## src/common/asr_regs.vh

```
`ifndef ASR_REGS_VH
`define ASR_REGS_VH
// Register byte offsets.
`define ASR_CTRL_ADDR 8'h00
`define ASR_STATUS_ADDR 8'h04
`define ASR_TXDATA_ADDR 8'h08
`define ASR_RXDATA_ADDR 8'h0C
`define ASR_BAUD_ADDR 8'h10
`define ASR_IRQEN_ADDR 8'h14
// Control field positions.
`define ASR_CTL_PORT_EN 0
`define ASR_CTL_TX_EN 1
`define ASR_CTL_RX_EN 2
`define ASR_CTL_TX9 3
`define ASR_CTL_RX9 4
`define ASR_CTL_ADDR_DET 5
`define ASR_CTL_TX_INV 6
`define ASR_CTL_TX_NINTH_BIT 7
`define ASR_CTL_WIDTH 8
`define ASR_CTL_RESET 8'h00
// Status field positions.
`define ASR_ST_TX_READY 0
`define ASR_ST_SHIFT_EMPTY 1
`define ASR_ST_RX_AVAIL 2
`define ASR_ST_FRAME_ERR 3
`define ASR_ST_OVERRUN 4
`define ASR_ST_RX_NINTH_BIT 5
`define ASR_ST_IRQ 6
// Interrupt enable field positions.
`define ASR_IE_TX 0
`define ASR_IE_RX 1
`define ASR_IE_PERIPH 2
`define ASR_IE_GLOBAL 3
// Baud divisor reset value and oversampling factor.
`define ASR_BAUD_RESET 16'h0000
`define ASR_OVERSAMPLE 16
// System clock cycle delay before the ready flag reflects a write.
`define ASR_TXRDY_DELAY 2'h2
// AXI responses.
`define ASR_RESP_OKAY 2'b00
`define ASR_RESP_SLVERR 2'b10
`endif

```

## src/hw/asr_serial.v

```verilog
// The implementer's own choices: register access over AXI4-Lite and the register addresses.
`timescale 1ns/1ns
`include "asr_regs.vh"
module asr_serial (
  // Clock and reset.
  input wire i_sys_clk,
  input wire i_rst,
  // AXI4-Lite write address.
  input wire [7:0] i_awaddr,
  input wire i_awvalid,
  output wire o_awready,
  // AXI4-Lite write data.
  input wire [31:0] i_wdata,
  input wire [3:0] i_wstrb,
  input wire i_wvalid,
  output wire o_wready,
  // AXI4-Lite write response.
  output reg [1:0] o_bresp,
  output reg o_bvalid,
  input wire i_bready,
  // AXI4-Lite read address.
  input wire [7:0] i_araddr,
  input wire i_arvalid,
  output wire o_arready,
  // AXI4-Lite read data.
  output reg [31:0] o_rdata,
  output reg [1:0] o_rresp,
  output reg o_rvalid,
  input wire i_rready,
  // Serial lines.
  input wire i_rx,
  output reg o_tx,
  // Interrupt request.
  output wire o_irq
);
  reg [7:0] ctrl;
  reg [15:0] baud;
  reg [3:0] irqen;
  reg aw_hold;
  reg [7:0] aw_addr;
  reg w_hold;
  reg [31:0] w_data;
  reg [3:0] w_strb;
  wire port_en = ctrl[`ASR_CTL_PORT_EN];
  wire tx_en = ctrl[`ASR_CTL_TX_EN];
  wire rx_en = ctrl[`ASR_CTL_RX_EN];
  // Baud divider producing a sixteen-times tick.
  reg [15:0] div_cnt;
  wire os_tick = (div_cnt == baud);
  // Transmit path.
  reg [8:0] hold_data;
  reg hold_full;
  reg [9:0] tx_shift_reg;
  reg tx_busy;
  reg [3:0] tx_os;
  reg [3:0] tx_bits;
  reg [1:0] rdy_dly;
  wire tx_last_bit = ctrl[`ASR_CTL_TX_NINTH_BIT] | !ctrl[`ASR_CTL_TX9];
  // Receive path.
  reg rx_s1;
  reg rx_s2;
  reg rx_prev;
  reg [1:0] rx_state;
  reg [3:0] rx_os;
  reg [3:0] rx_bits;
  reg [8:0] rx_shift_reg;
  reg [2:0] vote;
  reg [9:0] fifo_mem [0:1];
  reg rd_ptr;
  reg wr_ptr;
  reg [1:0] fifo_cnt;
  reg overrun;
  localparam RX_HUNT = 2'd0;
  localparam RX_START = 2'd1;
  localparam RX_DATA = 2'd2;
  localparam RX_STOP = 2'd3;
  function maj3;
    input [2:0] v;
    begin
      maj3 = (v[0] & v[1]) | (v[0] & v[2]) | (v[1] & v[2]);
    end
  endfunction
  // Bus handshake.
  assign o_awready = !aw_hold && !o_bvalid;
  assign o_wready = !w_hold && !o_bvalid;
  assign o_arready = !o_rvalid;
  wire wr_go = aw_hold && w_hold && !o_bvalid;
  wire rd_go = i_arvalid && o_arready;
  wire wr_tx = wr_go && (aw_addr == `ASR_TXDATA_ADDR) && w_strb[0];
  wire rd_rx = rd_go && (i_araddr == `ASR_RXDATA_ADDR);
  wire rx_avail = rx_en && (fifo_cnt != 2'd0);
  wire [9:0] fifo_top = fifo_mem[rd_ptr];
  wire tx_ready = tx_en && (!hold_full || rdy_dly != 2'd0);
  wire [7:0] status = {1'b0, o_irq, fifo_top[8], overrun, fifo_top[9] & (fifo_cnt != 2'd0),
                       rx_avail, !tx_busy, tx_ready};
  assign o_irq = irqen[`ASR_IE_GLOBAL] && irqen[`ASR_IE_PERIPH] &&
                 ((irqen[`ASR_IE_TX] && tx_ready) || (irqen[`ASR_IE_RX] && rx_avail));
  always @(posedge i_sys_clk or posedge i_rst) begin
    if (i_rst) begin
      aw_hold <= 1'b0;
      aw_addr <= 8'h00;
      w_hold <= 1'b0;
      w_data <= 32'h0000_0000;
      w_strb <= 4'h0;
      o_bvalid <= 1'b0;
      o_bresp <= `ASR_RESP_OKAY;
      o_rvalid <= 1'b0;
      o_rresp <= `ASR_RESP_OKAY;
      o_rdata <= 32'h0000_0000;
      ctrl <= `ASR_CTL_RESET;
      baud <= `ASR_BAUD_RESET;
      irqen <= 4'h0;
    end else begin
      if (i_awvalid && o_awready) begin
        aw_hold <= 1'b1;
        aw_addr <= i_awaddr;
      end
      if (i_wvalid && o_wready) begin
        w_hold <= 1'b1;
        w_data <= i_wdata;
        w_strb <= i_wstrb;
      end
      if (o_bvalid && i_bready) begin
        o_bvalid <= 1'b0;
      end
      if (wr_go) begin
        aw_hold <= 1'b0;
        w_hold <= 1'b0;
        o_bvalid <= 1'b1;
        o_bresp <= `ASR_RESP_OKAY;
        case (aw_addr)
          `ASR_CTRL_ADDR: begin
            if (w_strb[0]) begin
              ctrl <= w_data[7:0];
            end
          end
          `ASR_BAUD_ADDR: begin
            if (w_strb[0]) begin
              baud[7:0] <= w_data[7:0];
            end
            if (w_strb[1]) begin
              baud[15:8] <= w_data[15:8];
            end
          end
          `ASR_IRQEN_ADDR: begin
            if (w_strb[0]) begin
              irqen <= w_data[3:0];
            end
          end
          `ASR_TXDATA_ADDR: begin
          end
          `ASR_STATUS_ADDR: begin
          end
          `ASR_RXDATA_ADDR: begin
          end
          default: begin
            o_bresp <= `ASR_RESP_SLVERR;
          end
        endcase
      end
      if (o_rvalid && i_rready) begin
        o_rvalid <= 1'b0;
      end
      if (rd_go) begin
        o_rvalid <= 1'b1;
        o_rresp <= `ASR_RESP_OKAY;
        case (i_araddr)
          `ASR_CTRL_ADDR: o_rdata <= {24'h00_0000, ctrl};
          `ASR_STATUS_ADDR: o_rdata <= {24'h00_0000, status};
          `ASR_RXDATA_ADDR: o_rdata <= {24'h00_0000, fifo_top[7:0]};
          `ASR_BAUD_ADDR: o_rdata <= {16'h0000, baud};
          `ASR_IRQEN_ADDR: o_rdata <= {28'h000_0000, irqen};
          `ASR_TXDATA_ADDR: o_rdata <= 32'h0000_0000;
          default: begin
            o_rdata <= 32'h0000_0000;
            o_rresp <= `ASR_RESP_SLVERR;
          end
        endcase
      end
    end
  end
  // Baud divider, restarted on a divisor write.
  always @(posedge i_sys_clk or posedge i_rst) begin
    if (i_rst) begin
      div_cnt <= 16'h0000;
    end else if (!port_en || os_tick || (wr_go && aw_addr == `ASR_BAUD_ADDR)) begin
      div_cnt <= 16'h0000;
    end else begin
      div_cnt <= div_cnt + 16'h0001;
    end
  end
  // Transmitter.
  always @(posedge i_sys_clk or posedge i_rst) begin
    if (i_rst) begin
      hold_data <= 9'h000;
      hold_full <= 1'b0;
      tx_shift_reg <= 10'h3FF;
      tx_busy <= 1'b0;
      tx_os <= 4'h0;
      tx_bits <= 4'h0;
      rdy_dly <= 2'd0;
      o_tx <= 1'b1;
    end else if (!port_en) begin
      hold_full <= 1'b0;
      tx_busy <= 1'b0;
      rdy_dly <= 2'd0;
      o_tx <= !ctrl[`ASR_CTL_TX_INV];
    end else begin
      o_tx <= (tx_busy ? tx_shift_reg[0] : 1'b1) ^ ctrl[`ASR_CTL_TX_INV];
      if (rdy_dly != 2'd0) begin
        rdy_dly <= rdy_dly - 2'd1;
      end
      if (wr_tx && tx_busy) begin
        hold_data <= {tx_last_bit, w_data[7:0]};
        hold_full <= 1'b1;
      end
      if (wr_tx && tx_busy && !hold_full) begin
        rdy_dly <= `ASR_TXRDY_DELAY;
      end
      if (!tx_busy && (wr_tx || hold_full)) begin
        tx_shift_reg <= wr_tx ? {tx_last_bit, w_data[7:0], 1'b0}
                     : {hold_data, 1'b0};
        hold_full <= 1'b0;
        tx_busy <= 1'b1;
        tx_os <= 4'h0;
        tx_bits <= ctrl[`ASR_CTL_TX9] ? 4'd10 : 4'd9;
      end else if (tx_busy && os_tick) begin
        tx_os <= tx_os + 4'h1;
        if (tx_os == 4'hF) begin
          tx_shift_reg <= {1'b1, tx_shift_reg[9:1]};
          if (tx_bits == 4'd0) begin
            tx_busy <= 1'b0;
          end else begin
            tx_bits <= tx_bits - 4'd1;
          end
        end
      end
    end
  end
  // Receive line synchroniser.
  always @(posedge i_sys_clk or posedge i_rst) begin
    if (i_rst) begin
      rx_s1 <= 1'b1;
      rx_s2 <= 1'b1;
      rx_prev <= 1'b1;
    end else begin
      rx_s1 <= i_rx;
      rx_s2 <= rx_s1;
      rx_prev <= rx_s2;
    end
  end
  // Receiver.
  wire rx_bit = maj3({vote[1:0], rx_s2});
  wire [8:0] rx_char = ctrl[`ASR_CTL_RX9] ? rx_shift_reg : {1'b0, rx_shift_reg[8:1]};
  wire rx_keep = !(ctrl[`ASR_CTL_ADDR_DET] && ctrl[`ASR_CTL_RX9] && !rx_char[8]);
  always @(posedge i_sys_clk or posedge i_rst) begin
    if (i_rst) begin
      rx_state <= RX_HUNT;
      rx_os <= 4'h0;
      rx_bits <= 4'h0;
      rx_shift_reg <= 9'h000;
      vote <= 3'b111;
      rd_ptr <= 1'b0;
      wr_ptr <= 1'b0;
      fifo_cnt <= 2'd0;
      overrun <= 1'b0;
      fifo_mem[0] <= 10'h000;
      fifo_mem[1] <= 10'h000;
    end else if (!port_en) begin
      rx_state <= RX_HUNT;
      rd_ptr <= 1'b0;
      wr_ptr <= 1'b0;
      fifo_cnt <= 2'd0;
      overrun <= 1'b0;
    end else begin
      if (!rx_en) begin
        overrun <= 1'b0;
      end
      if (rd_rx && fifo_cnt != 2'd0) begin
        rd_ptr <= !rd_ptr;
      end
      if (os_tick) begin
        vote <= {vote[1:0], rx_s2};
      end
      case (rx_state)
        RX_HUNT: begin
          if (rx_en && !overrun && rx_prev && !rx_s2) begin
            rx_state <= RX_START;
            rx_os <= 4'h0;
          end
        end
        RX_START: begin
          if (os_tick) begin
            rx_os <= rx_os + 4'h1;
            if (rx_os == 4'd7) begin
              rx_os <= 4'h0;
              rx_bits <= ctrl[`ASR_CTL_RX9] ? 4'd9 : 4'd8;
              rx_state <= rx_bit ? RX_HUNT : RX_DATA;
            end
          end
        end
        RX_DATA: begin
          if (os_tick) begin
            rx_os <= rx_os + 4'h1;
            if (rx_os == 4'hF) begin
              rx_shift_reg <= {rx_bit, rx_shift_reg[8:1]};
              rx_bits <= rx_bits - 4'd1;
              if (rx_bits == 4'd1) begin
                rx_state <= RX_STOP;
              end
            end
          end
        end
        RX_STOP: begin
          if (os_tick) begin
            rx_os <= rx_os + 4'h1;
            if (rx_os == 4'hF) begin
              rx_state <= RX_HUNT;
              if (rx_keep && rx_en) begin
                if (fifo_cnt == 2'd2 && !(rd_rx)) begin
                  overrun <= 1'b1;
                end else begin
                  fifo_mem[wr_ptr] <= {!rx_bit, rx_char};
                  wr_ptr <= !wr_ptr;
                end
              end
            end
          end
        end
        default: rx_state <= RX_HUNT;
      endcase
      // Buffer occupancy follows pushes and pops together.
      if (rx_state == RX_STOP && os_tick && rx_os == 4'hF && rx_keep && rx_en &&
          (fifo_cnt != 2'd2 || rd_rx)) begin
        if (!(rd_rx && fifo_cnt != 2'd0)) begin
          fifo_cnt <= fifo_cnt + 2'd1;
        end
      end else if (rd_rx && fifo_cnt != 2'd0) begin
        fifo_cnt <= fifo_cnt - 2'd1;
      end
    end
  end
endmodule // asr_serial

```

## config.mk

```make
export PLATFORM = sky130hd
export DESIGN_NAME = asr_serial
export DESIGN_NICKNAME = d
export VERILOG_FILES = /design/src/hw/asr_serial.v
export VERILOG_INCLUDE_DIRS = /design/src /design/src/common
export SDC_FILE = /design/constraint.sdc
export NUM_CORES = 1
export LEC_CHECK = 0
export BUFFER_PORTS_ARGS = -buffer_cell sky130_fd_sc_hd__buf_2
export CAP_MARGIN = 20
export CORE_ASPECT_RATIO = 0.5
export CORE_UTILIZATION = 25
export CTS_CLUSTER_DIAMETER = 50
export CTS_CLUSTER_SIZE = 24
export DETAILED_ROUTE_END_ITERATION = 6
export GPL_TIMING_DRIVEN = 0
export PLACE_DENSITY = 0.46
export RECOVER_POWER = 100
export SKIP_LAST_GASP = 1
export SYNTH_ARGS = -nofsm -noshare
export SYNTH_HDL_FRONTEND = slang
export SYNTH_SLANG_ARGS = --single-unit
```

## constraint.sdc

```tcl
create_clock -name i_sys_clk -period 5.3 [get_ports i_sys_clk]
set_input_delay 0.795 -clock i_sys_clk [delete_from_list [all_inputs] [get_ports i_sys_clk]]
set_output_delay 0.795 -clock i_sys_clk [all_outputs]
set_load 0.01 [all_outputs]
```

==> metrics.md, run 1 <==
| Metric | Value |
|---|---|
| Outcome | `finished, violations left` |
| Failing checks | `max-capacitance violations, max-slew violations` |
| Power consumption | `3.48 mW` |
| Synth cell count leaders | `157 x dfrtp_1, 105 x mux2_2, 71 x nand2_1` |
| Net Sw Frac | `32.4%` |
| Avg WL per Cell | `15.7 um` |
| Syn Inst Count | `749` |
| Biggest register | `fifo_mem` |
| Largest net degree at the start of global routing | `37` |
| Die Wd | `260 um` |
| Synth Register Bits | `173` |
| Root Driver | `clkbuf_16` |
| Post-synth top area share | `47.3%` |
| Maximum VDD drop | `242 uV` |
| Sink Count | `173` |
| Layout cells sized above 1 | `25.6%` |
| Clock Tree Buf Depth | `2` |
| Synthesized cell area | `8310 um2` |
| # resized after CTS | `0` |
| Via/cell ratio | `4.54` |
| Final Max Tran Viols | `44` |
| Number of flops mapped to enable cells by yosys | `0` |
| Setup TNS | `0 ns` |
| Flop pwr share | `48.1%` |
| Number of DRC markers in iteration 0 | `328` |
| Startpoint types | `flip-flop` |
| HP Class | `flip-flop to flip-flop` |
| Ranking of synthesized cells by area | `dfrtp_1 47%, mux2_2 14%, dfstp_2 5.1%, nand2_1 3.2%, xor2_1 2.7%` |
| Total GRT Usage | `12.5%` |
| Async set-reset flop share out of synthesis | `100%` |
| P_sw | `1.13 mW` |
| Finish-stage setup viols | `0` |
| Pint | `2.35 mW` |
| Synth-to-layout area growth | `18.0%` |
| Clock slew seen by the registers of the worst setup and hold paths | `0.06 ns` |
| Vias in the first global route | `5931` |
| Nets@finish | `925` |
| Gr ovfl total | `0` |
| WL final | `20500 um` |
| Worst Path Class, Setup | `flip-flop to flip-flop` |
| H-tree depth | `4` |
| I/O Pins | `103` |
| Antenna Nets Post-Route | `0` |
| Sequential share of the synthesized area | `52.3%` |
| Post-synth top area cell | `dfrtp_1` |
| Relative slew slack | `-47.2%` |
| Maxcap violations | `2` |
| Core ar. | `32200 um2` |
| Ys flop type | `dfrtp_1` |
| Avg Synthesized Cell Area | `11.1 um2` |
| Placer Congestion | `0.787` |
| Initial Utilization | `25.8%` |
| Global-route wire length before repair | `32700 um` |
| Final period demand of the worst path | `3.28 ns` |
| Critical Path End Type | `flip-flop` |
| Max frequency | `0.305 GHz` |
| Most numerous cell in the Yosys netlist | `dfrtp_1` |
| Height of the die | `131 um` |
| Vias | `5908` |
| Std cell rows | `46` |
| Number of flip-flops in the largest register | `20` |
| Inserted Diodes | `0` |
| DRC | `0` |
| Power density cells | `355 nW/um2` |
| LEAKAGE | `4.28 nW` |
| Final Hold Fails | `0` |
| CP required | `5.61 ns` |
| Num CTS Buffers | `17` |
| RSZ-0062 raised after global routing | `false` |
| Final Skew | `0.0138 ns` |
| Yosys warning count | `0` |
| Clk_lat worst skew | `0.43 ns` |
| Die ar. | `34000 um2` |
| Combinational share of power | `18.5%` |
| DRT Pass-1 Iters | `5` |
| Slew @ Worst Pin | `2.21 ns` |
| Fill cells | `3330` |
| Total setup buffers inserted after CTS | `0` |
| Antenna violations before repair | `0` |
| Yosys cell types | `63` |
| Critical path peak fanout | `10` |
| Clock power frac | `33.4%` |
| CTS tree | `built` |
| WP data arrival | `3.59 ns` |
| Dpl hpwl | `15000 um` |
| Hold buffers post-CTS | `0` |
| Final Cycle Share | `61.8%` |
| Quantity of I/O buffers inserted on ports | `66` |
[layout by cell type (no fill, tap or decap), types with 7 or more instances in the layout]
cell	Yosys	final
o31ai_1	8	8
buf_2	2	40
a21oi_1	31	31
nand3_1	16	16
and3_1	13	13
nor4_1	6	8
dfstp_2	16	15
clkbuf_1	23	55
nand3b_1	12	12
conb_1	1	18
nand2_1	71	72
inv_1	14	13
mux2i_1	12	12
dfrtp_1	157	157
mux2_2	105	104
xor2_1	26	26
buf_4	18	18
nor2b_1	8	8
clkbuf_16	0	17
o21ai_0	44	44
nor3_1	10	10
nor2_1	54	54
a31oi_1	7	7
ha_1	8	8
xnor2_1	9	9
[cell type report]
cell class,count,area (um2),area share (%)
Clock inverter,13,92.6,0.944
Sequential cell,173,4350,44.3
Clock buffer,19,443,4.51
Tap cell,432,541,5.51
Timing Repair Buffer,72,385,3.93
Buffer,48,249,2.54
Multi-Input combinational cell,531,3700,37.7
Inverter,14,53.8,0.548
[routing by layer]
metal,vias up,global-route usage [%],part of all wire (%)
li1,2833,-,-
met1,2992,16.7,49
met2,67,19.9,47
met3,16,2.78,2.8
met4,0,4.12,1.1
met5,-,0,0
[critical path, stage by stage, from the launching register on]
cell and delay [ns]:
dfrtp_1 0.44, xor2_1 0.16, nor4_1 0.53, and4_1 0.28, clkbuf_1 0.40, nand2_1 0.22
nor4_4 0.71, mux2_2 0.41
[final timing paths]
check	startpoint	to	slack, ns	depth (start not counted)
worst max-delay path	div_cnt[9]	fifo_mem[11]	2.02	7
min in group asynchronous	i_rst	w_data[1]	0.41	2
worst min-delay path	rx_s1	rx_s2	0.36	0
worst max register to register	div_cnt[9]	fifo_mem[11]	2.02	7
max in group asynchronous	i_rst	fifo_mem[14]	2.42	5
worst min register to register	rx_s1	rx_s2	0.36	0
[power by group through the flow]
stage,Combinational (mW),Clock (mW),Sequential (mW)
final,0.643,1.16,1.67
after global routing,0.708,1.26,1.70
after CTS,0.661,1.20,1.68
after detailed placement,0.659,0,1.70
after global placement,0.643,0,1.70
after floorplan,0.429,0,1.62
[kinds of logic after synthesis]
family	count (synthesis)	share of synthesized area, %
xor+xnor	35	3.69
mux	118	15.9
compound gates	123	9.03
fa+ha+maj	8	1.20
buf+inv	62	3.75
other cells	1	0.0451
simple gates	229	14.0
flops	173	52.3
[stage by stage]
step	instance area (um2)	setup slack (ns)	cells	hold slack [ns]	utilization, %
floorplan	8380	2.31	766	0.345	-
global placement	9250	1.11	1264	0.348	28.8
detailed placement	9350	1.85	1269	0.348	29.1
CTS	9890	1.98	1301	0.323	30.7
global route	9810	1.81	1302	0.364	30.5
finish	9810	2.02	1302	0.361	30.5
Power figures use the tool's default switching activity.
==> run 2, diff against run 1 <==
--- a/config.mk
+++ b/config.mk
@@ -14,7 +14,7 @@
 export CTS_CLUSTER_SIZE = 24
 export DETAILED_ROUTE_END_ITERATION = 6
 export GPL_TIMING_DRIVEN = 0
-export PLACE_DENSITY = 0.46
+export PLACE_DENSITY = 0.45
 export RECOVER_POWER = 100
 export SKIP_LAST_GASP = 1
 export SYNTH_ARGS = -nofsm -noshare
==> constraint.sdc (replaced) <==
create_clock -name i_sys_clk -period 3.2 [get_ports i_sys_clk]
set_input_delay 0.48 -clock i_sys_clk [delete_from_list [all_inputs] [get_ports i_sys_clk]]
set_output_delay 0.48 -clock i_sys_clk [all_outputs]
set_load 0.01 [all_outputs]
==> metrics.md, run 2 (same netlist as run 1, synthesis figures left out) <==
| Metric | Value |
|---|---|
| Worst Path Class, Setup | `flip-flop to flip-flop` |
| Vias in the first global route | `5936 (+0.084%)` |
| Clock slew seen by the registers of the worst setup and hold paths | `0.07 ns (about the same)` |
| DRT Pass-1 Iters | `5 (unchanged)` |
| Die ar. | `34000 um2 (unchanged)` |
| Slew @ Worst Pin | `1.99 ns (-0.216 ns)` |
| Dpl ws | `-0.0565 ns (-1.91 ns)` |
| Root Driver | `clkbuf_16` |
| CP required | `3.53 ns (-2.08 ns)` |
| Core ar. | `32200 um2 (unchanged)` |
| Sink Count | `173 (unchanged)` |
| Std cell rows | `46 (unchanged)` |
| Vias | `5906 (-0.034%)` |
| Final period demand of the worst path | `2.95 ns (-0.329 ns)` |
| Nets@finish | `924 (-0.11%)` |
| Die Wd | `260 um (unchanged)` |
| Height of the die | `131 um (unchanged)` |
| Final Hold Fails | `0 (unchanged)` |
| Synth-to-layout area growth | `18.9%` |
| Critical Path End Type | `flip-flop` |
| Antenna Nets Post-Route | `0 (unchanged)` |
| RSZ-0062 raised after global routing | `false` |
| Quantity of I/O buffers inserted on ports | `66 (unchanged)` |
| Critical path peak fanout | `10 (unchanged)` |
| H-tree depth | `4 (unchanged)` |
| Number of DRC markers in iteration 0 | `268 (-18%)` |
| Antenna violations before repair | `0 (unchanged)` |
| Biggest register | `fifo_mem` |
| WP data arrival | `3.28 ns (-0.31 ns)` |
| Number of flip-flops in the largest register | `20 (unchanged)` |
| HP Class | `primary input to flip-flop` |
| CTS tree | `built` |
| Global-route wire length before repair | `33000 um (+0.93%)` |
| Finish-stage setup viols | `0 (unchanged)` |
| LEAKAGE | `4.32 nW (+0.92%)` |
| Largest net degree at the start of global routing | `42 (+14%)` |
| Post-layout util | `30.7% (+0.23 points)` |
| Initial Utilization | `25.8% (unchanged)` |
| Max frequency | `0.339 GHz (+11%)` |
| Inserted Diodes | `0 (unchanged)` |
| Failing checks | `max-capacitance violations, max-slew violations` |
| Layout cells sized above 1 | `26.5% (+0.84 points)` |
| Final Cycle Share | `92.1% (+30 points)` |
| Final Skew | `0.00708 ns (-0.00674 ns)` |
| Placer Congestion | `0.828 (+5.2%)` |
| Dpl hpwl | `14900 um (-1.1%)` |
| Hold_ws | `0.142 ns (-0.219 ns)` |
| Setup TNS | `0 ns (unchanged)` |
| Via/cell ratio | `4.54 (about the same)` |
| Most common cell after layout, fill and taps aside | `dfrtp_1` |
| Final WS setup | `0.253 ns (-1.77 ns)` |
| Most frequent cells in the layout | `157 x dfrtp_1, 105 x mux2_2, 72 x nand2_1` |
| Startpoint types | `flip-flop` |
| Gr ovfl total | `0 (unchanged)` |
| Fill cells | `3324 (-0.18%)` |
| WL final | `20500 um (about the same)` |
| Power density cells | `614 nW/um2 (+73%)` |
| Clock Tree Buf Depth | `2 (unchanged)` |
| Maximum VDD drop | `400 uV (+65%)` |
| Avg WL per Cell | `15.7 um (+0.13%)` |
| Maxcap violations | `3 (+1)` |
| I/O Pins | `103 (unchanged)` |
| Outcome | `finished, violations left` |
| DRC | `0 (unchanged)` |
| Clk_lat worst skew | `0.45 ns (+0.02 ns)` |
| Relative slew slack | `-32.8% (+14 points)` |
| Num CTS Buffers | `17 (unchanged)` |
| Final Max Tran Viols | `116 (+160%)` |
| Total GRT Usage | `12.7% (+0.24 points)` |
## run 2: cell types whose count changed in the layout (fill, tap and decap cells not counted), moves of 3 or more
cell,delta
bufinv_16,+3
clkinvlp_4,-3
clkbuf_1,-5
clkinv_2,-4
inv_6,+6
## run 2: critical path: stages (launching register included)
cell	delay, ns
dfrtp_1	0.44
xor2_1	0.16
nor4_1	0.50
and4_1	0.55
nand2_1	0.17
nor4_1	0.46
buf_12	0.21
mux2_2	0.34
## run 2: path summary, 6_finish.rpt
path                                  from           end  slack [ns]  depth (start not counted)
worst min-delay path                  i_rx         rx_s1        0.14                          1
worst max-delay path            div_cnt[9]  fifo_mem[12]        0.25                          7
worst max register to register  div_cnt[9]  fifo_mem[12]        0.25                          7
worst min register to register       rx_s1         rx_s2        0.38                          0
min in group asynchronous            i_rst       ctrl[0]        0.19                          2
max in group asynchronous            i_rst    rx_bits[1]        0.51                          3
## run 2: power by group
| part | internal, mW | switching, mW |
|---|---|---|
| registers | 2.46 | 0.310 |
| clock network | 1.26 | 0.988 |
| logic | 0.405 | 0.646 |
## run 2: layout make-up
cell class	count	area, um2	area share, %
Sequential cell	173	4350	44.0
Multi-Input combinational cell	531	3700	37.5
Tap cell	432	541	5.47
Clock buffer	17	425	4.30
Timing Repair Buffer	72	367	3.71
Buffer	47	249	2.52
Clock inverter	15	198	2.00
Inverter	14	53.8	0.544
## run 2: per-stage QoR
step	cells	instance area [um2]	total power, mW
after floorplan	766	8380	3.40
after global placement	1264	9250	3.89
after detailed placement	1268	9330	3.92
after CTS	1301	9980	6.21
after global routing	1301	9890	6.41
final	1301	9890	6.07
## run 2: routing by layer
metal	vias to the layer above	track usage (%)	wire length, um
met4	0	3.70	228
li1	2834	-	-
met5	-	0	0
met1	2961	17.4	10100
met2	96	19.8	9440
met3	15	3.18	741
## run 2: repair_timing
action                     in CTS  in global routing
setup endpoints to repair      15                 44
gates resized for setup         1                  2
pin swaps                       1                  0
setup buffers                   1                  0
hold buffers                    0                  0
==> run 3, diff against run 2 <==
--- a/config.mk
+++ b/config.mk
@@ -9,12 +9,13 @@
 export BUFFER_PORTS_ARGS = -buffer_cell sky130_fd_sc_hd__buf_2
 export CAP_MARGIN = 20
 export CORE_ASPECT_RATIO = 0.5
-export CORE_UTILIZATION = 25
+export CORE_UTILIZATION = 40
+export CTS_BUF_LIST = sky130_fd_sc_hd__clkbuf_4
 export CTS_CLUSTER_DIAMETER = 50
 export CTS_CLUSTER_SIZE = 24
 export DETAILED_ROUTE_END_ITERATION = 6
 export GPL_TIMING_DRIVEN = 0
-export PLACE_DENSITY = 0.45
+export PLACE_DENSITY = 0.65
 export RECOVER_POWER = 100
 export SKIP_LAST_GASP = 1
 export SYNTH_ARGS = -nofsm -noshare
==> constraint.sdc (replaced) <==
create_clock -name i_sys_clk -period 2.65 [get_ports i_sys_clk]
set_input_delay 0.3975 -clock i_sys_clk [delete_from_list [all_inputs] [get_ports i_sys_clk]]
set_output_delay 0.3975 -clock i_sys_clk [all_outputs]
set_load 0.01 [all_outputs]
==> metrics.md, run 3 (same netlist as run 1, synthesis figures left out) <==
| Metric | Value |
|---|---|
| Core ar. | `19900 um2 (-38%)` |
| WP buf/inv | `0 (-1)` |
| CP Cell Sequence | `or4_1, nor2_1, nand2_1, nor4b_4, nand2_1, mux2_2` |
| Std cell rows | `36 (-22%)` |
| Max frequency | `0.396 GHz (+17%)` |
| Number of DRC markers in iteration 0 | `413 (+54%)` |
| Vias | `6066 (+2.7%)` |
| Hold EP | `w_data[9]` |
| Finish-stage setup viols | `0 (unchanged)` |
| Worst Hold Launch | `i_wdata[9]` |
| Die Wd | `206 um (-21%)` |
| Synth-to-layout area growth | `15.3%` |
| Biggest register | `fifo_mem` |
| Non-Filler Instances | `1150 (-12%)` |
| Nets@finish | `938 (+1.5%)` |
| H-tree depth | `4 (unchanged)` |
| Relative slew slack | `18.3% (+51 points)` |
| Critical Path End Type | `flip-flop` |
| Fill cells | `1846 (-44%)` |
| Cells after DPL | `1102 (-13%)` |
| Post-layout util | `48.1% (+17 points)` |
| LEAKAGE | `4.28 nW (-0.87%)` |
| Maxcap violations | `0 (-3)` |
| DRT Pass-1 Iters | `5 (unchanged)` |
| Global-route wire length before repair | `31100 um (-5.8%)` |
| Sink Count | `173 (unchanged)` |
| Maximum VDD drop | `326 uV (-19%)` |
| Dpl hpwl | `13700 um (-8.1%)` |
| Root Driver | `clkbuf_4` |
| Hold_ws | `0.0585 ns (-0.0839 ns)` |
| Num CTS Buffers | `17 (unchanged)` |
| Quantity of I/O buffers inserted on ports | `66 (unchanged)` |
| R2r setup slk | `0.12 ns (-0.13 ns)` |
| Outcome | `completed` |
| Worst Hold Depth | `2 (+1)` |
| Initial Utilization | `41.8% (+16 points)` |
| Number of flip-flops in the largest register | `20 (unchanged)` |
| RSZ-0062 raised after global routing | `true` |
| Most frequent cells in the layout | `157 x dfrtp_1, 105 x mux2_2, 71 x nand2_1` |
| Startpoint types | `flip-flop` |
| Die ar. | `21400 um2 (-37%)` |
| Avg WL per Cell | `16.3 um (+3.3%)` |
| Reg2reg end | `baud[2]` |
| Total GRT Usage | `18.7% (+6.0 points)` |
| Height of the die | `104 um (-21%)` |
| Final Cycle Share | `95.4% (+3.3 points)` |
| Vias in the first global route | `6033 (+1.6%)` |
| HP Class | `primary input to flip-flop` |
| Critical path peak fanout | `8 (-2)` |
| Largest net degree at the start of global routing | `44 (+4.8%)` |
| Most common cell after layout, fill and taps aside | `dfrtp_1` |
| DRC | `0 (unchanged)` |
| Reg2Reg Depth | `6 (-1)` |
| Slew @ Worst Pin | `1.22 ns (-0.772 ns)` |
| CP max stage delay | `0.62 ns (+0.07 ns)` |
| CP required | `3.10 ns (-0.43 ns)` |
| Multi-input gate area | `3770 um2 (+1.9%)` |
| CP max-delay cell | `or4_1` |
| Gr ovfl total | `0 (unchanged)` |
| Antenna violations before repair | `1 (+1)` |
| Final Skew | `0.0248 ns (+0.0177 ns)` |
| Clk_lat worst skew | `0.57 ns (+0.12 ns)` |
| Placer Congestion | `0.866 (+4.6%)` |
| Top delay family on crit path | `simple AND/OR/NAND/NOR gates` |
| Most frequent cell on the critical path | `nand2_1` |
| CTS tree | `built` |
| I/O Pins | `103 (unchanged)` |
| Final Hold Fails | `0 (unchanged)` |
| R2R Path Start | `aw_addr[1]` |
| Clock Tree Buf Depth | `2 (unchanged)` |
| WL final | `18700 um (-8.7%)` |
| FF/Latch Area | `4350 um2 (unchanged)` |
| Layout cells sized above 1 | `28.1% (+1.6 points)` |
| Antenna Nets Post-Route | `0 (unchanged)` |
| Via/cell ratio | `5.27 (+16%)` |
| WP data arrival | `2.98 ns (-0.30 ns)` |
| Clock slew seen by the registers of the worst setup and hold paths | `0.14 ns (+0.07 ns)` |
| Final Max Tran Viols | `0 (-100%)` |
| Final period demand of the worst path | `2.53 ns (-0.420 ns)` |
| Power density cells | `674 nW/um2 (+9.7%)` |
| Worst Path Class, Setup | `flip-flop to flip-flop` |
-- run 3: layout make-up --
cell class | count | area share [%]
diodes | 1 | 0.0261
plain buffers | 46 | 2.66
clock buffers | 19 | 1.49
clock inverters | 13 | 1.72
inverters | 14 | 0.561
multi-input cells | 531 | 39.4
flip-flops and latches | 173 | 45.4
well taps | 266 | 3.47
repair buffers | 87 | 5.31
-- run 3: worst max path at each step --
stage               start  depth (start not counted)              end
2_1_floorplan       i_rst                          1       aw_addr[0]
3_3_place_gp        i_rst                          2  rx_shift_reg[2]
3_5_place_dp   aw_addr[1]                          5     hold_data[2]
4_1_cts        aw_addr[1]                          7  tx_shift_reg[2]
5_1_grt        aw_addr[2]                          8  tx_shift_reg[2]
6_report       aw_addr[1]                          6          baud[2]
-- run 3: worst reg2reg max path, stage by stage (launching register included) --
cell     delay, ns
dfrtp_1       0.40
or4_1         0.62
nor2_1        0.21
nand2_1       0.15
nor4b_4       0.38
nand2_1       0.31
mux2_2        0.35
-- run 3: layer usage --
| metal | GRT usage, % | vias to the layer above | share of wire (%) | routed length (um) |
|---|---|---|---|---|
| li1 | - | 2868 | - | - |
| met1 | 26.0 | 3043 | 48 | 8900 |
| met2 | 29.4 | 144 | 47 | 8820 |
| met3 | 3.60 | 11 | 4.5 | 841 |
| met4 | 5.62 | 0 | 0.81 | 151 |
| met5 | 0 | - | 0 | 0 |
-- run 3: where the power goes --
group	switching [mW]	internal, mW
Combinational	0.823	0.647
Clock	0.947	0.682
Sequential	0.387	2.97
-- run 3: repair_timing --
action,4_1_cts,5_1_grt
pin swaps,2,3
buffers inserted,4,2
hold buffers,10,0
resized for setup,9,13
endpoints found under the hold margin,32,0
endpoints found under the setup margin,96,45
-- run 3: stage by stage --
| stage | setup TNS, ns | instance area, um2 | total power [mW] | setup slack [ns] |
|---|---|---|---|---|
| floorplan | 0 | 8380 | 4.10 | 0.0549 |
| global placement | -177.40 | 9040 | 4.60 | -0.997 |
| detailed placement | -23.32 | 9120 | 4.65 | -0.464 |
| CTS | -0.0341 | 9610 | 6.48 | -0.0322 |
| global route | -0.254 | 9590 | 6.77 | -0.0431 |
| finish | 0 | 9590 | 6.46 | 0.123 |
